`src/bdu_pkg.sv`:
```
`default_nettype none
package bdu_pkg;
  // ************************************************************
  // register indices of the register-move port
  // ************************************************************
  localparam logic [2:0] IDX_ADDR0   = 3'h0;
  localparam logic [2:0] IDX_ADDR1   = 3'h1;
  localparam logic [2:0] IDX_ADDR2   = 3'h2;
  localparam logic [2:0] IDX_ADDR3   = 3'h3;
  localparam logic [2:0] IDX_STATUS  = 3'h6;
  localparam logic [2:0] IDX_CONTROL = 3'h7;

  // ************************************************************
  // field layout
  // ************************************************************
  localparam int NUM_BP       = 4;
  localparam int ST_STEP_BIT  = 14;
  localparam int ST_TSW_BIT   = 15;
  localparam int CT_GUARD_BIT = 13;
  localparam int CT_FIELD_LSB = 16;
  localparam int CT_GRP_W     = 4;
  localparam logic [31:0] ST_WMASK  = 32'h0000_c00f;
  localparam logic [31:0] CT_WMASK  = 32'hffff_23ff;
  localparam logic [31:0] CT_LOCALS = 32'h0000_0055;
  localparam logic [31:0] RST_VAL   = 32'h0000_0000;

  // access-type, size and privilege-level encodings
  localparam logic [1:0] RW_EXEC  = 2'h0;
  localparam logic [1:0] RW_WRITE = 2'h1;
  localparam logic [1:0] RW_RDWR  = 2'h3;
  localparam logic [1:0] LEN_4    = 2'h3;
  localparam logic [1:0] PL_ZERO  = 2'h0;

  // ************************************************************
  // carriers
  // ************************************************************
  typedef struct packed {
    logic        valid;
    logic        we;     // data write, ignored for fetches
    logic [1:0]  size;   // bytes minus one
    logic [31:0] addr;   // linear address
  } bdu_access_t;

  typedef struct packed {
    logic        rd;
    logic        wr;
    logic [1:0]  cpl;
    logic [2:0]  idx;
    logic [31:0] wdata;
  } bdu_regcmd_t;
endpackage
`default_nettype wire

```
`src/bdu_breakpoint_unit.sv`:
```
`timescale 1ns/1ns
`default_nettype none
// Notes on behaviour
// - four address registers; a matching access of configured type on an enabled slot raises debug exception
// - access type 00 execute, 01 data write, 10 unused, 11 data read or write
// - size 00 one byte, 01 two bytes, 10 one byte, 11 four bytes
// - execute breakpoints are taken before the matching instruction runs
// - on an exception every matching breakpoint sets its hit flag, enabled or not
// - exception from single stepping sets the single-step status bit
// - status is cleared only by sys_rst or by software; exceptions never clear it
// - global enables arm for all tasks and survive task switches
// - local enables arm for current task and clear on every task switch
// - debug registers reachable only by register moves at privilege level 0
// - with trap flag set, a debug exception follows every completed instruction
// - software breakpoint instruction enters the breakpoint exception path
module bdu_breakpoint_unit (
  // clock and reset
  input  wire logic                 clk,
  input  wire logic                 sys_rst,
  // register-move port from the core
  input  wire bdu_pkg::bdu_regcmd_t reg_cmd,
  output logic [31:0]               reg_rdata_q,
  output logic                      reg_fault_q,
  // fetch and data access pipeline
  input  wire bdu_pkg::bdu_access_t exec_acc,
  input  wire bdu_pkg::bdu_access_t data_acc,
  input  wire logic                 instr_done,
  input  wire logic                 trap_step_flag,
  input  wire logic                 task_switch,
  input  wire logic                 task_switch_trap_flag,
  input  wire logic                 sw_bkpt_exec,
  // exceptions to the core
  output logic                      dbg_exc_q,
  output logic                      bkpt_exc_q
);

  // ************************************************************
  // address match helper
  // ************************************************************
  // overlap of the access byte range with the aligned span; 33 bits so a
  // span at the top of memory does not wrap into a missed hit
  function automatic logic bp_hit(input logic [31:0] bp, input logic [1:0] len,
                                  input logic [31:0] a, input logic [1:0] sz);
    logic [32:0] lo_b;
    logic [32:0] hi_b;
    logic [32:0] hi_a;
    logic [1:0]  span;
    span = (len == bdu_pkg::LEN_4) ? 2'h3 : {1'b0, len[0]};
    lo_b = {1'b0, bp[31:2], bp[1:0] & ~span};
    hi_b = lo_b + {31'h0, span};
    hi_a = {1'b0, a} + {31'h0, sz};
    bp_hit = ({1'b0, a} <= hi_b) && (lo_b <= hi_a);
  endfunction

  // ************************************************************
  // state
  // ************************************************************
  logic [31:0] addr_q [bdu_pkg::NUM_BP];
  logic [31:0] status_q;
  logic [31:0] status_d;
  logic [31:0] control_q;
  logic [31:0] control_d;

  // ************************************************************
  // matching
  // ************************************************************
  logic [3:0] exec_m;
  logic [3:0] data_m;
  logic [3:0] armed;

  for (genvar i = 0; i < bdu_pkg::NUM_BP; i++)
  begin : g_bp
    wire logic [1:0] rw  = control_q[bdu_pkg::CT_FIELD_LSB + bdu_pkg::CT_GRP_W*i +: 2];
    wire logic [1:0] len = control_q[bdu_pkg::CT_FIELD_LSB + bdu_pkg::CT_GRP_W*i + 2 +: 2];
    // type 10 matches nothing
    assign exec_m[i] = exec_acc.valid && rw == bdu_pkg::RW_EXEC
                       && bp_hit(addr_q[i], len, exec_acc.addr, 2'h0);
    assign data_m[i] = data_acc.valid && (rw == bdu_pkg::RW_RDWR
                       || (rw == bdu_pkg::RW_WRITE && data_acc.we))
                       && bp_hit(addr_q[i], len, data_acc.addr, data_acc.size);
    assign armed[i]  = control_q[2*i] | control_q[2*i+1];
  end

  // ************************************************************
  // exception causes and register access
  // ************************************************************
  wire logic [3:0] hit_any  = exec_m | data_m;
  wire logic       reg_req  = reg_cmd.rd | reg_cmd.wr;
  wire logic       priv_ok  = reg_cmd.cpl == bdu_pkg::PL_ZERO;
  wire logic       grd_set  = control_q[bdu_pkg::CT_GUARD_BIT];
  wire logic       grd_trip = reg_req && priv_ok && grd_set;
  wire logic       acc_ok   = priv_ok && !grd_set;
  wire logic       wr_ok    = reg_cmd.wr && acc_ok;
  wire logic       step_hit = instr_done && trap_step_flag;
  wire logic       ts_hit   = task_switch && task_switch_trap_flag;
  wire logic       bp_trig  = |(hit_any & armed);
  wire logic       exc      = bp_trig | grd_trip | step_hit | ts_hit;
  wire logic       wr_st    = wr_ok && reg_cmd.idx == bdu_pkg::IDX_STATUS;
  wire logic       wr_ct    = wr_ok && reg_cmd.idx == bdu_pkg::IDX_CONTROL;

  // status: software write first, hardware sets on top so an event wins
  always_comb
  begin
    status_d = wr_st ? (reg_cmd.wdata & bdu_pkg::ST_WMASK) : status_q;
    if (exc)
    begin
      status_d[3:0] = status_d[3:0] | hit_any;
      status_d[bdu_pkg::ST_TSW_BIT] = status_d[bdu_pkg::ST_TSW_BIT] | ts_hit;
      status_d[bdu_pkg::ST_STEP_BIT] = status_d[bdu_pkg::ST_STEP_BIT] | step_hit;
    end
  end

  // control: task switch drops locals only, exception drops the guard
  always_comb
  begin
    control_d = wr_ct ? (reg_cmd.wdata & bdu_pkg::CT_WMASK) : control_q;
    if (task_switch)
      control_d = control_d & ~bdu_pkg::CT_LOCALS;
    if (exc)
      control_d[bdu_pkg::CT_GUARD_BIT] = 1'b0;
  end

  wire logic [31:0] rd_sel =
    (reg_cmd.idx == bdu_pkg::IDX_STATUS)  ? status_q  :
    (reg_cmd.idx == bdu_pkg::IDX_CONTROL) ? control_q :
    (reg_cmd.idx[2] == 1'b0)              ? addr_q[reg_cmd.idx[1:0]] : bdu_pkg::RST_VAL;

  // ************************************************************
  // registers
  // ************************************************************
  // address registers only change under a permitted write or sys_rst
  always_ff @(posedge clk)
    if (sys_rst)
      for (int k = 0; k < bdu_pkg::NUM_BP; k++)
        addr_q[k] <= bdu_pkg::RST_VAL;
    else if (wr_ok && reg_cmd.idx[2] == 1'b0)
      addr_q[reg_cmd.idx[1:0]] <= reg_cmd.wdata;

  // exception outputs pulse one cycle after the cause; an execute hit
  // arrives while the instruction still sits before execution
  always_ff @(posedge clk)
    if (sys_rst)
    begin
      status_q    <= bdu_pkg::RST_VAL;
      control_q   <= bdu_pkg::RST_VAL;
      reg_rdata_q <= bdu_pkg::RST_VAL;
      reg_fault_q <= 1'b0;
      dbg_exc_q   <= 1'b0;
      bkpt_exc_q  <= 1'b0;
    end
    else
    begin
      status_q    <= status_d;
      control_q   <= control_d;
      reg_rdata_q <= (reg_cmd.rd && acc_ok) ? rd_sel : reg_rdata_q;
      reg_fault_q <= reg_req && !priv_ok;
      dbg_exc_q   <= exc;
      bkpt_exc_q  <= sw_bkpt_exec;
    end
endmodule // bdu_breakpoint_unit
`default_nettype wire

```
`config.mk`:
```
export PLATFORM = sky130hd
export DESIGN_NAME = bdu_breakpoint_unit
export DESIGN_NICKNAME = d
export VERILOG_FILES = /design/src/bdu_pkg.sv /design/src/bdu_breakpoint_unit.sv
export SDC_FILE = /design/constraint.sdc
export NUM_CORES = 1
export LEC_CHECK = 0
export BUFFER_PORTS_ARGS = -buffer_cell sky130_fd_sc_hd__buf_2
export CORE_ASPECT_RATIO = 1.5
export CORE_MARGIN = 3
export CORE_UTILIZATION = 47
export DETAILED_ROUTE_END_ITERATION = 16
export REMOVE_ABC_BUFFERS = 1
export SYNTH_ARGS = -nofsm -noshare
export SYNTH_HDL_FRONTEND = slang
export SYNTH_SLANG_ARGS = --single-unit
```
`constraint.sdc`:
```
create_clock -name clk -period 15.1 [get_ports clk]
set_input_delay 4.53 -clock clk [delete_from_list [all_inputs] [get_ports clk]]
set_output_delay 4.53 -clock clk [all_outputs]
set_load 0.05 [all_outputs]
```
-- After elaboration in Yosys (flattened, before gate mapping)
Memories as Yosys holds them, arrays and structs flattened.
Index checks and enable logic that the tools add are counted.
- bits in writable memories: 128
- output and inout port bits: 35
- logic and storage cells: 139
- bits in registers: 73
- memories kept: 1
- $add $sub $neg: 5
- mux-type cells: 19
- reductions and logical operators: 54
- bitwise operators: 22
- equal/unequal tests: 14
- order comparisons: 16
- memory list (memory ; depth ; bits a word ; rd ports ; clocked after Yosys merged registers in ; write ports ; line ; source):
    addr_q ; 4 ; 32 ; 5 ; 0 ; 4 ; bdu_breakpoint_unit.sv:58 ; logic [31:0] addr_q [bdu_pkg::NUM_BP];
- operator list (operator ; count):
    <= comparator 32 x 33 -> 1 bit ; 12
    adder 32 x 2 -> 33 bit ; 5
    2-to-1 mux 32 bit ; 5
    <= comparator 32 bit ; 4
    logical AND 1 bit ; 39
    OR reduction 32 bit ; 1
    == test 2 bit, second input constant ; 8
    2-to-1 mux 16 bit ; 1
    2-to-1 mux 2 bit ; 6
    zero test 2 bit ; 5
    OR 1 bit ; 10
    bitwise AND 2 bit ; 4
    == test 2 x 1 -> 1 bit, second input constant ; 4
    NOT 2 bit ; 4
    OR 4 bit ; 2
    == test 3 bit, second input constant ; 2
    2-to-1 mux 1 bit ; 6
    bitwise AND 4 bit ; 1
    logical OR 1 bit ; 4
    2-to-1 mux 4 bit ; 1
    OR reduction 2 bit ; 2
    OR reduction 4 bit ; 1
    zero test 1 bit ; 2
    NOT 1 bit ; 1

-- Logic depth before layout (Yosys ltp)
Gate-level depths: netlist (run 1).
- depth after elaboration: 15
- mapped depth: 21

-- Worst setup path before layout (run 1)
No wires, ideal clock.
- path type: in2reg
- start: in data_acc[1] (netlist name)
- end: reg status_q[2]
- buffers on the path: 0
- cell stages on the path: 20
- setup slack: 6.770 ns
- required time: 14.985 ns
- data arrival time: 8.215 ns
- cells stage by stage: ha_1 a21o_1 nand4_1 nor3_1 nand2_1 nor2_1 and4_1 nand2_1 nor2_1 xnor2_1 ha_1 nand4_1 or4_1 a31oi_1 o211ai_1 o211ai_1 o21ai_0 a21oi_2 nand3_2 a31o_1
- longest elaborated chain between the ends: 11
- elaborated cells on any way between the ends: 25
- those cells by class: 1 x add/sub; 8 x order compare; 1 x mux; 6 x bitwise; 9 x reduce/logical
- RTL lines (item ; line ; source):
    start: declaration ; bdu_breakpoint_unit.sv:26 ; input wire bdu_pkg::bdu_access_t data_acc,
    adder 32 x 2 -> 33 bit ; bdu_breakpoint_unit.sv:51 ; hi_a = {1'b0, a} + {31'h0, sz};
    <= comparator 32 x 33 -> 1 bit ; bdu_breakpoint_unit.sv:52 ; bp_hit = ({1'b0, a} <= hi_b) && (lo_b <= hi_a);
    logical AND 1 bit ; bdu_breakpoint_unit.sv:52 ;
    logical AND 1 bit ; bdu_breakpoint_unit.sv:80 ; && bp_hit(addr_q[i], len, data_acc.addr, data_acc.size);
    OR 4 bit * ; bdu_breakpoint_unit.sv:87 ; wire logic [3:0] hit_any = exec_m | data_m;
    bitwise AND 4 bit ; bdu_breakpoint_unit.sv:96 ; wire logic bp_trig = |(hit_any & armed);
    OR reduction 4 bit ; bdu_breakpoint_unit.sv:96 ;
    OR 1 bit (3 in a row) ; bdu_breakpoint_unit.sv:97 ; wire logic exc = bp_trig | grd_trip | step_hit | ts_hit;
    2-to-1 mux 4 bit * ; bdu_breakpoint_unit.sv:105 ; if (exc)
    end signal: assignment ; bdu_breakpoint_unit.sv:144 ; status_q <= bdu_pkg::RST_VAL;
    end signal: assignment ; bdu_breakpoint_unit.sv:153 ; status_q <= status_d;
    end: declaration ; bdu_breakpoint_unit.sv:59 ; logic [31:0] status_q;
Every way passes the cells marked *; elsewhere a longest branch is shown, timed or not.
A chain may end at the register's enable or synchronous reset.

-- Worst setup path in the final report (run 1)
- start: in data_acc[1] (netlist name)
- end: reg status_q[3]
The elaborated chain is that of the path after synthesis.

==> flow_summary.ini, run 1 <==
[outcome]
outcome = finished with violations
violations = slew limit

[logic_synthesis]
synth_warnings = 0
yosys.area_share.simple = 0.2018
synthXorXnorAreaFrac = 0.03658
synth_edf_count = 128
synthDistinctLibCells = 76
synthFlopType = edfxtp_1
yosys_register_bits = 196
synthMuxAreaShare = 0.04065
async_flop_share = 0
synth_compound_area_frac = 0.1471
synth.avg_cell_area_sq_um = 9.019
synth_cells = 2389
syn_area_sq_um = 21550
synthAdderAreaFrac = 0.3017
seq_area_frac_synth = 0.2416
synth_top_family_by_area = adder cells

[global_route]
track_usage = 0.3784
grt_antenna_before_repair = 2
grtUsageMet1 = 0.4165
grt.met3_usage = 0.03819
grt_max_degree = 74
grt_pass1_wl_um = 133700
grt_use_met2 = 0.6606
grt_busiest_layer = met2
grt_overflow = 0
grt_pass1_vias = 19791

[cells_and_area]
finish.utilization = 0.5259
nets = 3168
design_area_sq_um = 23690
register_area_sq_um = 5205
multi_input_area_sq_um = 15740
drive_gt1_frac = 0.1046
area_growth_syn_to_layout_pct = 9.947
layout_commonest_cell = ha_1
final_cell_mix = ha_1 (518), a21oi_1 (241), nand2_1 (204)
nFillCells = 4260
final_cells = 3128

[worst_setup_path]
crit_type = input port to register
endpoint_kind = register
startpoint_type = input port
crit_arrival_ps = 10510
cp_cell_sequence = buf_2, ha_1, a21o_1, nand4_1, nor3_1, nand2_1, nor2_1, and4_1, nand2_1, nor2_1, xnor2_1, ha_1, nand4_1, nor4_1, inv_1, nor3_1, o21a_1, o22ai_1, a32oi_1, or2_1, nand3_2, a31o_1
crit_buf_inv = 2
cpPeakStageDelay_ps = 680
critPathMaxFanout = 6
crit_slowest_cell = nor4_1
critPathTopFamily = simple AND/OR/NAND/NOR gates
cp_data_required_time_ps = 15470

[clock_network]
hold_buffers = 0
path_clk_slew_ps = 90
clock_sinks = 196
clk_latency_ps = 490
cts-root-buf = clkbuf_16
ctsResizeCount = 0
postCtsSetupRepairBufs = 0
cts_tree = done
clk_path_buf_depth = 2
cts_max_level = 4
cts_buffers = 17

[drt]
vias = 20155
route.detailed.drc = 0
routed_wl_um = 94090
drtPass1Iterations = 8
avgRoutedWirePerCell_um = 30.08
drt-initial-drc-count = 1543
antenna_left = 0
via_per_inst = 6.443

[die]
pin_count = 153
die_y_um = 268.2
start_util = 0.4783
dieWidth_um = 180.8
die_area_sq_um = 48500
num_rows = 95
coreArea_sq_um = 45050

[place]
dp.cells = 3094
place_area_sq_um = 23030
dpl_worst_slack_ps = 4504
dp_hpwl_um = 77270
gp_congestion = 1.054
port_buffers = 149

[timing]
slew_headroom = -0.09034
fin_skew_ps = 17.75
tightestPinTransition_ps = 1623
max_freq_mhz = 98.60
hold_violations = 0
finalCritPeriodShare = 0.6717
whs_ps = 462.5
finalCriticalPeriod_ps = 10140
setup_ws_ps = 4958
tns_ps = 0
drv_slew = 5
setup-violations-final = 0
rsz0062_at_grt = false

[power_and_ir_drop]
total_power_mw = 1.687
power.density_nw_per_um2 = 71.22
ir_drop_mv = 0.07285
p_leak_nw = 10.51

[flow_run]
cap_violations = 0

[min_path]
hold_path.class = register to register
Yosys cell counts (55+ instances only):
cell      instances  share of area
ha_1            518           0.30
a21oi_1         241          0.056
nand2_1         204          0.036
nor2_1          148          0.026
edfxtp_1        128           0.18
inv_1           122          0.021
nand4_1         120          0.035
and2_1           99          0.029
nand3_1          89          0.021
o21ai_0          72          0.017
dfxtp_1          68          0.063
a21o_1           55          0.019
cell families (layout without fill, tap and decap cells):
kind of cell,Yosys count,after routing
compound gates,519,519
xor+xnor,90,90
fa+ha+maj,519,519
buf+inv,172,324
flops,196,196
mux,47,47
other cells,1,6
simple gates,845,845
registers in the layout, indices dropped and copies added (netlist names):
register     count
control_q       27
addr_q         128
bkpt_exc_q       1
status_q         6
reg_rdata_q     32
dbg_exc_q        1
reg_fault_q      1
layout make-up:
class                           count  area share
Multi-Input combinational cell   2024      0.6643
Tap cell                          582     0.03074
Antenna cell                        2   0.0002113
Clock buffer                       18     0.01901
Inverter                          122     0.01933
Clock inverter                     14    0.008609
Timing Repair Buffer              170     0.03813
Sequential cell                   196      0.2197
worst paths after layout:
kind / from / cells after the start / end / slack (ps)
setup / recovery: data_acc[1] / 22 / status_q[3] / 4960
hold / removal: control_q[9] / 2 / control_q[9] / 460
setup reg to reg: control_q[22] / 14 / status_q[0] / 10370
hold reg to reg: control_q[9] / 2 / control_q[9] / 460
power by group:
part	switching (mW)	internal [mW]
Sequential	0.0522	0.595
Combinational	0.337	0.192
Clock	0.259	0.252
worst min-delay path, cell delays in order, from the launching register on:
cell,delay (ps)
dfxtp_1,320
nand2_1,50
a21oi_1,50
metal layers:
metal | vias to the layer above | routed length, um
met4 | 0 | 9357
li1 | 9331 | -
met5 | - | 0
met3 | 269 | 4717
met2 | 841 | 45990
met1 | 9714 | 34020
(Power assumes the default switching activity.)
==> run 2: changes to the inputs <==
--- a/config.mk
+++ b/config.mk
@@ -5,6 +5,7 @@
 export SDC_FILE = /design/constraint.sdc
 export NUM_CORES = 1
 export LEC_CHECK = 0
+export ABC_AREA = 1
 export BUFFER_PORTS_ARGS = -buffer_cell sky130_fd_sc_hd__buf_2
 export CORE_ASPECT_RATIO = 1.5
 export CORE_MARGIN = 3
==> constraint.sdc (replaced) <==
create_clock -name clk -period 10.4 [get_ports clk]
set_input_delay 3.12 -clock clk [delete_from_list [all_inputs] [get_ports clk]]
set_output_delay 3.12 -clock clk [all_outputs]
set_load 0.05 [all_outputs]
==> flow_summary.ini, run 2 <==
[cells_and_area]
nets = 3932
regMostFlops = addr_q
area_growth_syn_to_layout_pct = 9.293
finish.utilization = 0.5233
nFillCells = 4881
final_cell_mix = nand2_1 (689), ha_1 (518), inv_1 (374)
drive_gt1_frac = 0.07527
largest_reg_flops = 128
reg_top3 = addr_q (128), reg_rdata_q (32), control_q (27)
layout_commonest_cell = nand2_1

[clock_network]
hold_buffers = 0
clk_path_buf_depth = 2
cts_buffers = 17
cts_tree = done
cts-root-buf = clkbuf_16
ctsResizeCount = 0
clock_sinks = 196
path_clk_slew_ps = 70
cts_max_level = 4
clk_latency_ps = 450
postCtsSetupRepairBufs = 0

[timing]
finalCritPeriodShare = 0.6956
rsz0062_at_grt = false
tightestPinTransition_ps = 1121
fin_skew_ps = 5.409
slew_headroom = 0.2507
setup-violations-final = 0
tns_ps = 0
drv_slew = 0
finalCriticalPeriod_ps = 7234
max_freq_mhz = 138.2
hold_violations = 0
whs_ps = 462.9

[min_path]
hold_path.class = register to register
min_from = reg_rdata_q[27]
hold_path_depth = 2
whs_endpoint = reg_rdata_q[27]

[logic_synthesis]
seq_area_frac_synth = 0.2267
yosys-top-cells-count = nand2_1 (691), ha_1 (518), inv_1 (374)
synth.most_common_cell = nand2_1
synth_edf_count = 128
netlist_top_cells_area = ha_1 (28%), edfxtp_1 (17%), nand2_1 (11%), a21oi_1 (6.8%), inv_1 (6.1%)
synth_cells = 3152
synthFlopType = edfxtp_1
syn_area_sq_um = 22960
yosys.area.top_type = ha_1
synth.avg_cell_area_sq_um = 7.283
synth_top_area_share = 0.2823
synthDistinctLibCells = 50
async_flop_share = 0
yosys_register_bits = 196
synth_warnings = 0

[worst_setup_path]
startpoint_type = input port
r2r_cells = 20
crit_slowest_cell = xor2_1
crit_arrival_ps = 7570
r2r_end = status_q[3]
crit_type = input port to register
ff2ff_setup_slack_ps = 6560
cpPeakStageDelay_ps = 370
endpoint_kind = register
critPathMostFrequentCell = nand2_1
critPathMaxFanout = 6
cp_data_required_time_ps = 10740
rr_startpoint = control_q[30]

[place]
gp_congestion = 1.031
port_buffers = 149
dp_hpwl_um = 85400

[global_route]
grt_overflow = 0
grt_max_degree = 61
grt_antenna_before_repair = 0
track_usage = 0.3830
grt_pass1_vias = 22184
grt_pass1_wl_um = 145200

[drt]
drtPass1Iterations = 6
route.detailed.drc = 0
via_per_inst = 5.865
antenna_left = 0
drt-initial-drc-count = 2337
vias = 23219
routed_wl_um = 101500
avgRoutedWirePerCell_um = 25.64

[die]
die_area_sq_um = 51590
num_rows = 98
dieWidth_um = 186.5
die_y_um = 276.7
start_util = 0.4788
pin_count = 153
coreArea_sq_um = 47940

[outcome]
outcome = finished, final reports clean

[power_and_ir_drop]
p_leak_nw = 12.49
power.density_nw_per_um2 = 97.40
ir_drop_mv = 0.1211

[flow_run]
cap_violations = 0
## run 2: changes by cell type in the layout (fill, tap and decap cells not counted), moves of 45 or more
cell     delta
a21o_1     -45
inv_1     +252
o21ai_0   +105
and2_1     -97
a21oi_1    +70
nor2_1    +200
nand2_1   +485
## run 2: stage by stage
step                      power [mW]  setup WS [ps]  cell area [sq um]  cells
after floorplan                1.426           3934              22770   3104
after global placement         1.762           2893              24530   3926
after detailed placement       1.790           2811              24530   3926
after CTS                      2.425           3242              25090   3958
after global routing           2.572           2877              25090   3958
final                          2.444           3166              25090   3959
## run 2: area by class of cell
class / instances / area (sq um) / share of cell area
multi-input cells: 2526 / 16160 / 0.6439
flip-flops and latches: 196 / 5205 / 0.2075
inverters: 382 / 1434 / 0.05715
repair buffers: 172 / 918.4 / 0.03660
well taps: 650 / 813.3 / 0.03241
clock buffers: 18 / 439.2 / 0.01750
clock inverters: 14 / 121.4 / 0.004837
diodes: 1 / 2.502 / 0.00009974
## run 2: power breakdown
part | leakage [nW] | internal (mW) | switching, mW
Clock | 0.273 | 0.320 | 0.324
Combinational | 10.4 | 0.277 | 0.585
Sequential | 1.77 | 0.864 | 0.0727
Total | 12.5 | 1.46 | 0.982
## run 2: worst max-delay path by stage
stage | start | end | slack, ps | depth (start not counted)
CTS | data_acc[1] | status_q[3] | 3240 | 33
floorplan | reg_cmd[36] | addr_q[3][0] | 3930 | 7
global placement | data_acc[1] | status_q[3] | 2890 | 33
finish | data_acc[1] | status_q[3] | 3170 | 33
detailed placement | data_acc[1] | status_q[3] | 2810 | 33
global route | data_acc[1] | status_q[3] | 2880 | 33
## run 2: cell families (layout without fill, tap and decap cells)
kind of cell	Yosys count	count (layout)	share of synthesized area
other	1	5	0.0001633
adder cells (fa/ha/maj)	519	519	0.2832
XOR/XNOR	84	84	0.03205
AND/OR/NAND/NOR	1337	1337	0.2484
buffers and inverters	433	586	0.07102
AO/OA/AOI/OAI	582	582	0.1385
flip-flops	196	196	0.2267
## run 2: layer usage
layer / wire [um] / global-route usage / vias to the layer above
met1: 37240 / 0.4316 / 10724
met4: 10820 / 0.3203 / 0
li1: - / - / 11093
met3: 6288 / 0.04559 / 333
met5: 0 / 0 / -
met2: 47150 / 0.6462 / 1069
## run 2: critical path, delay by kind of cell
family,cells,cell delay [ps]
AO/OA/AOI/OAI,2,340
XOR/XNOR,1,370
adder cells (fa/ha/maj),2,630
buffers and inverters,4,420
AND/OR/NAND/NOR,24,2680
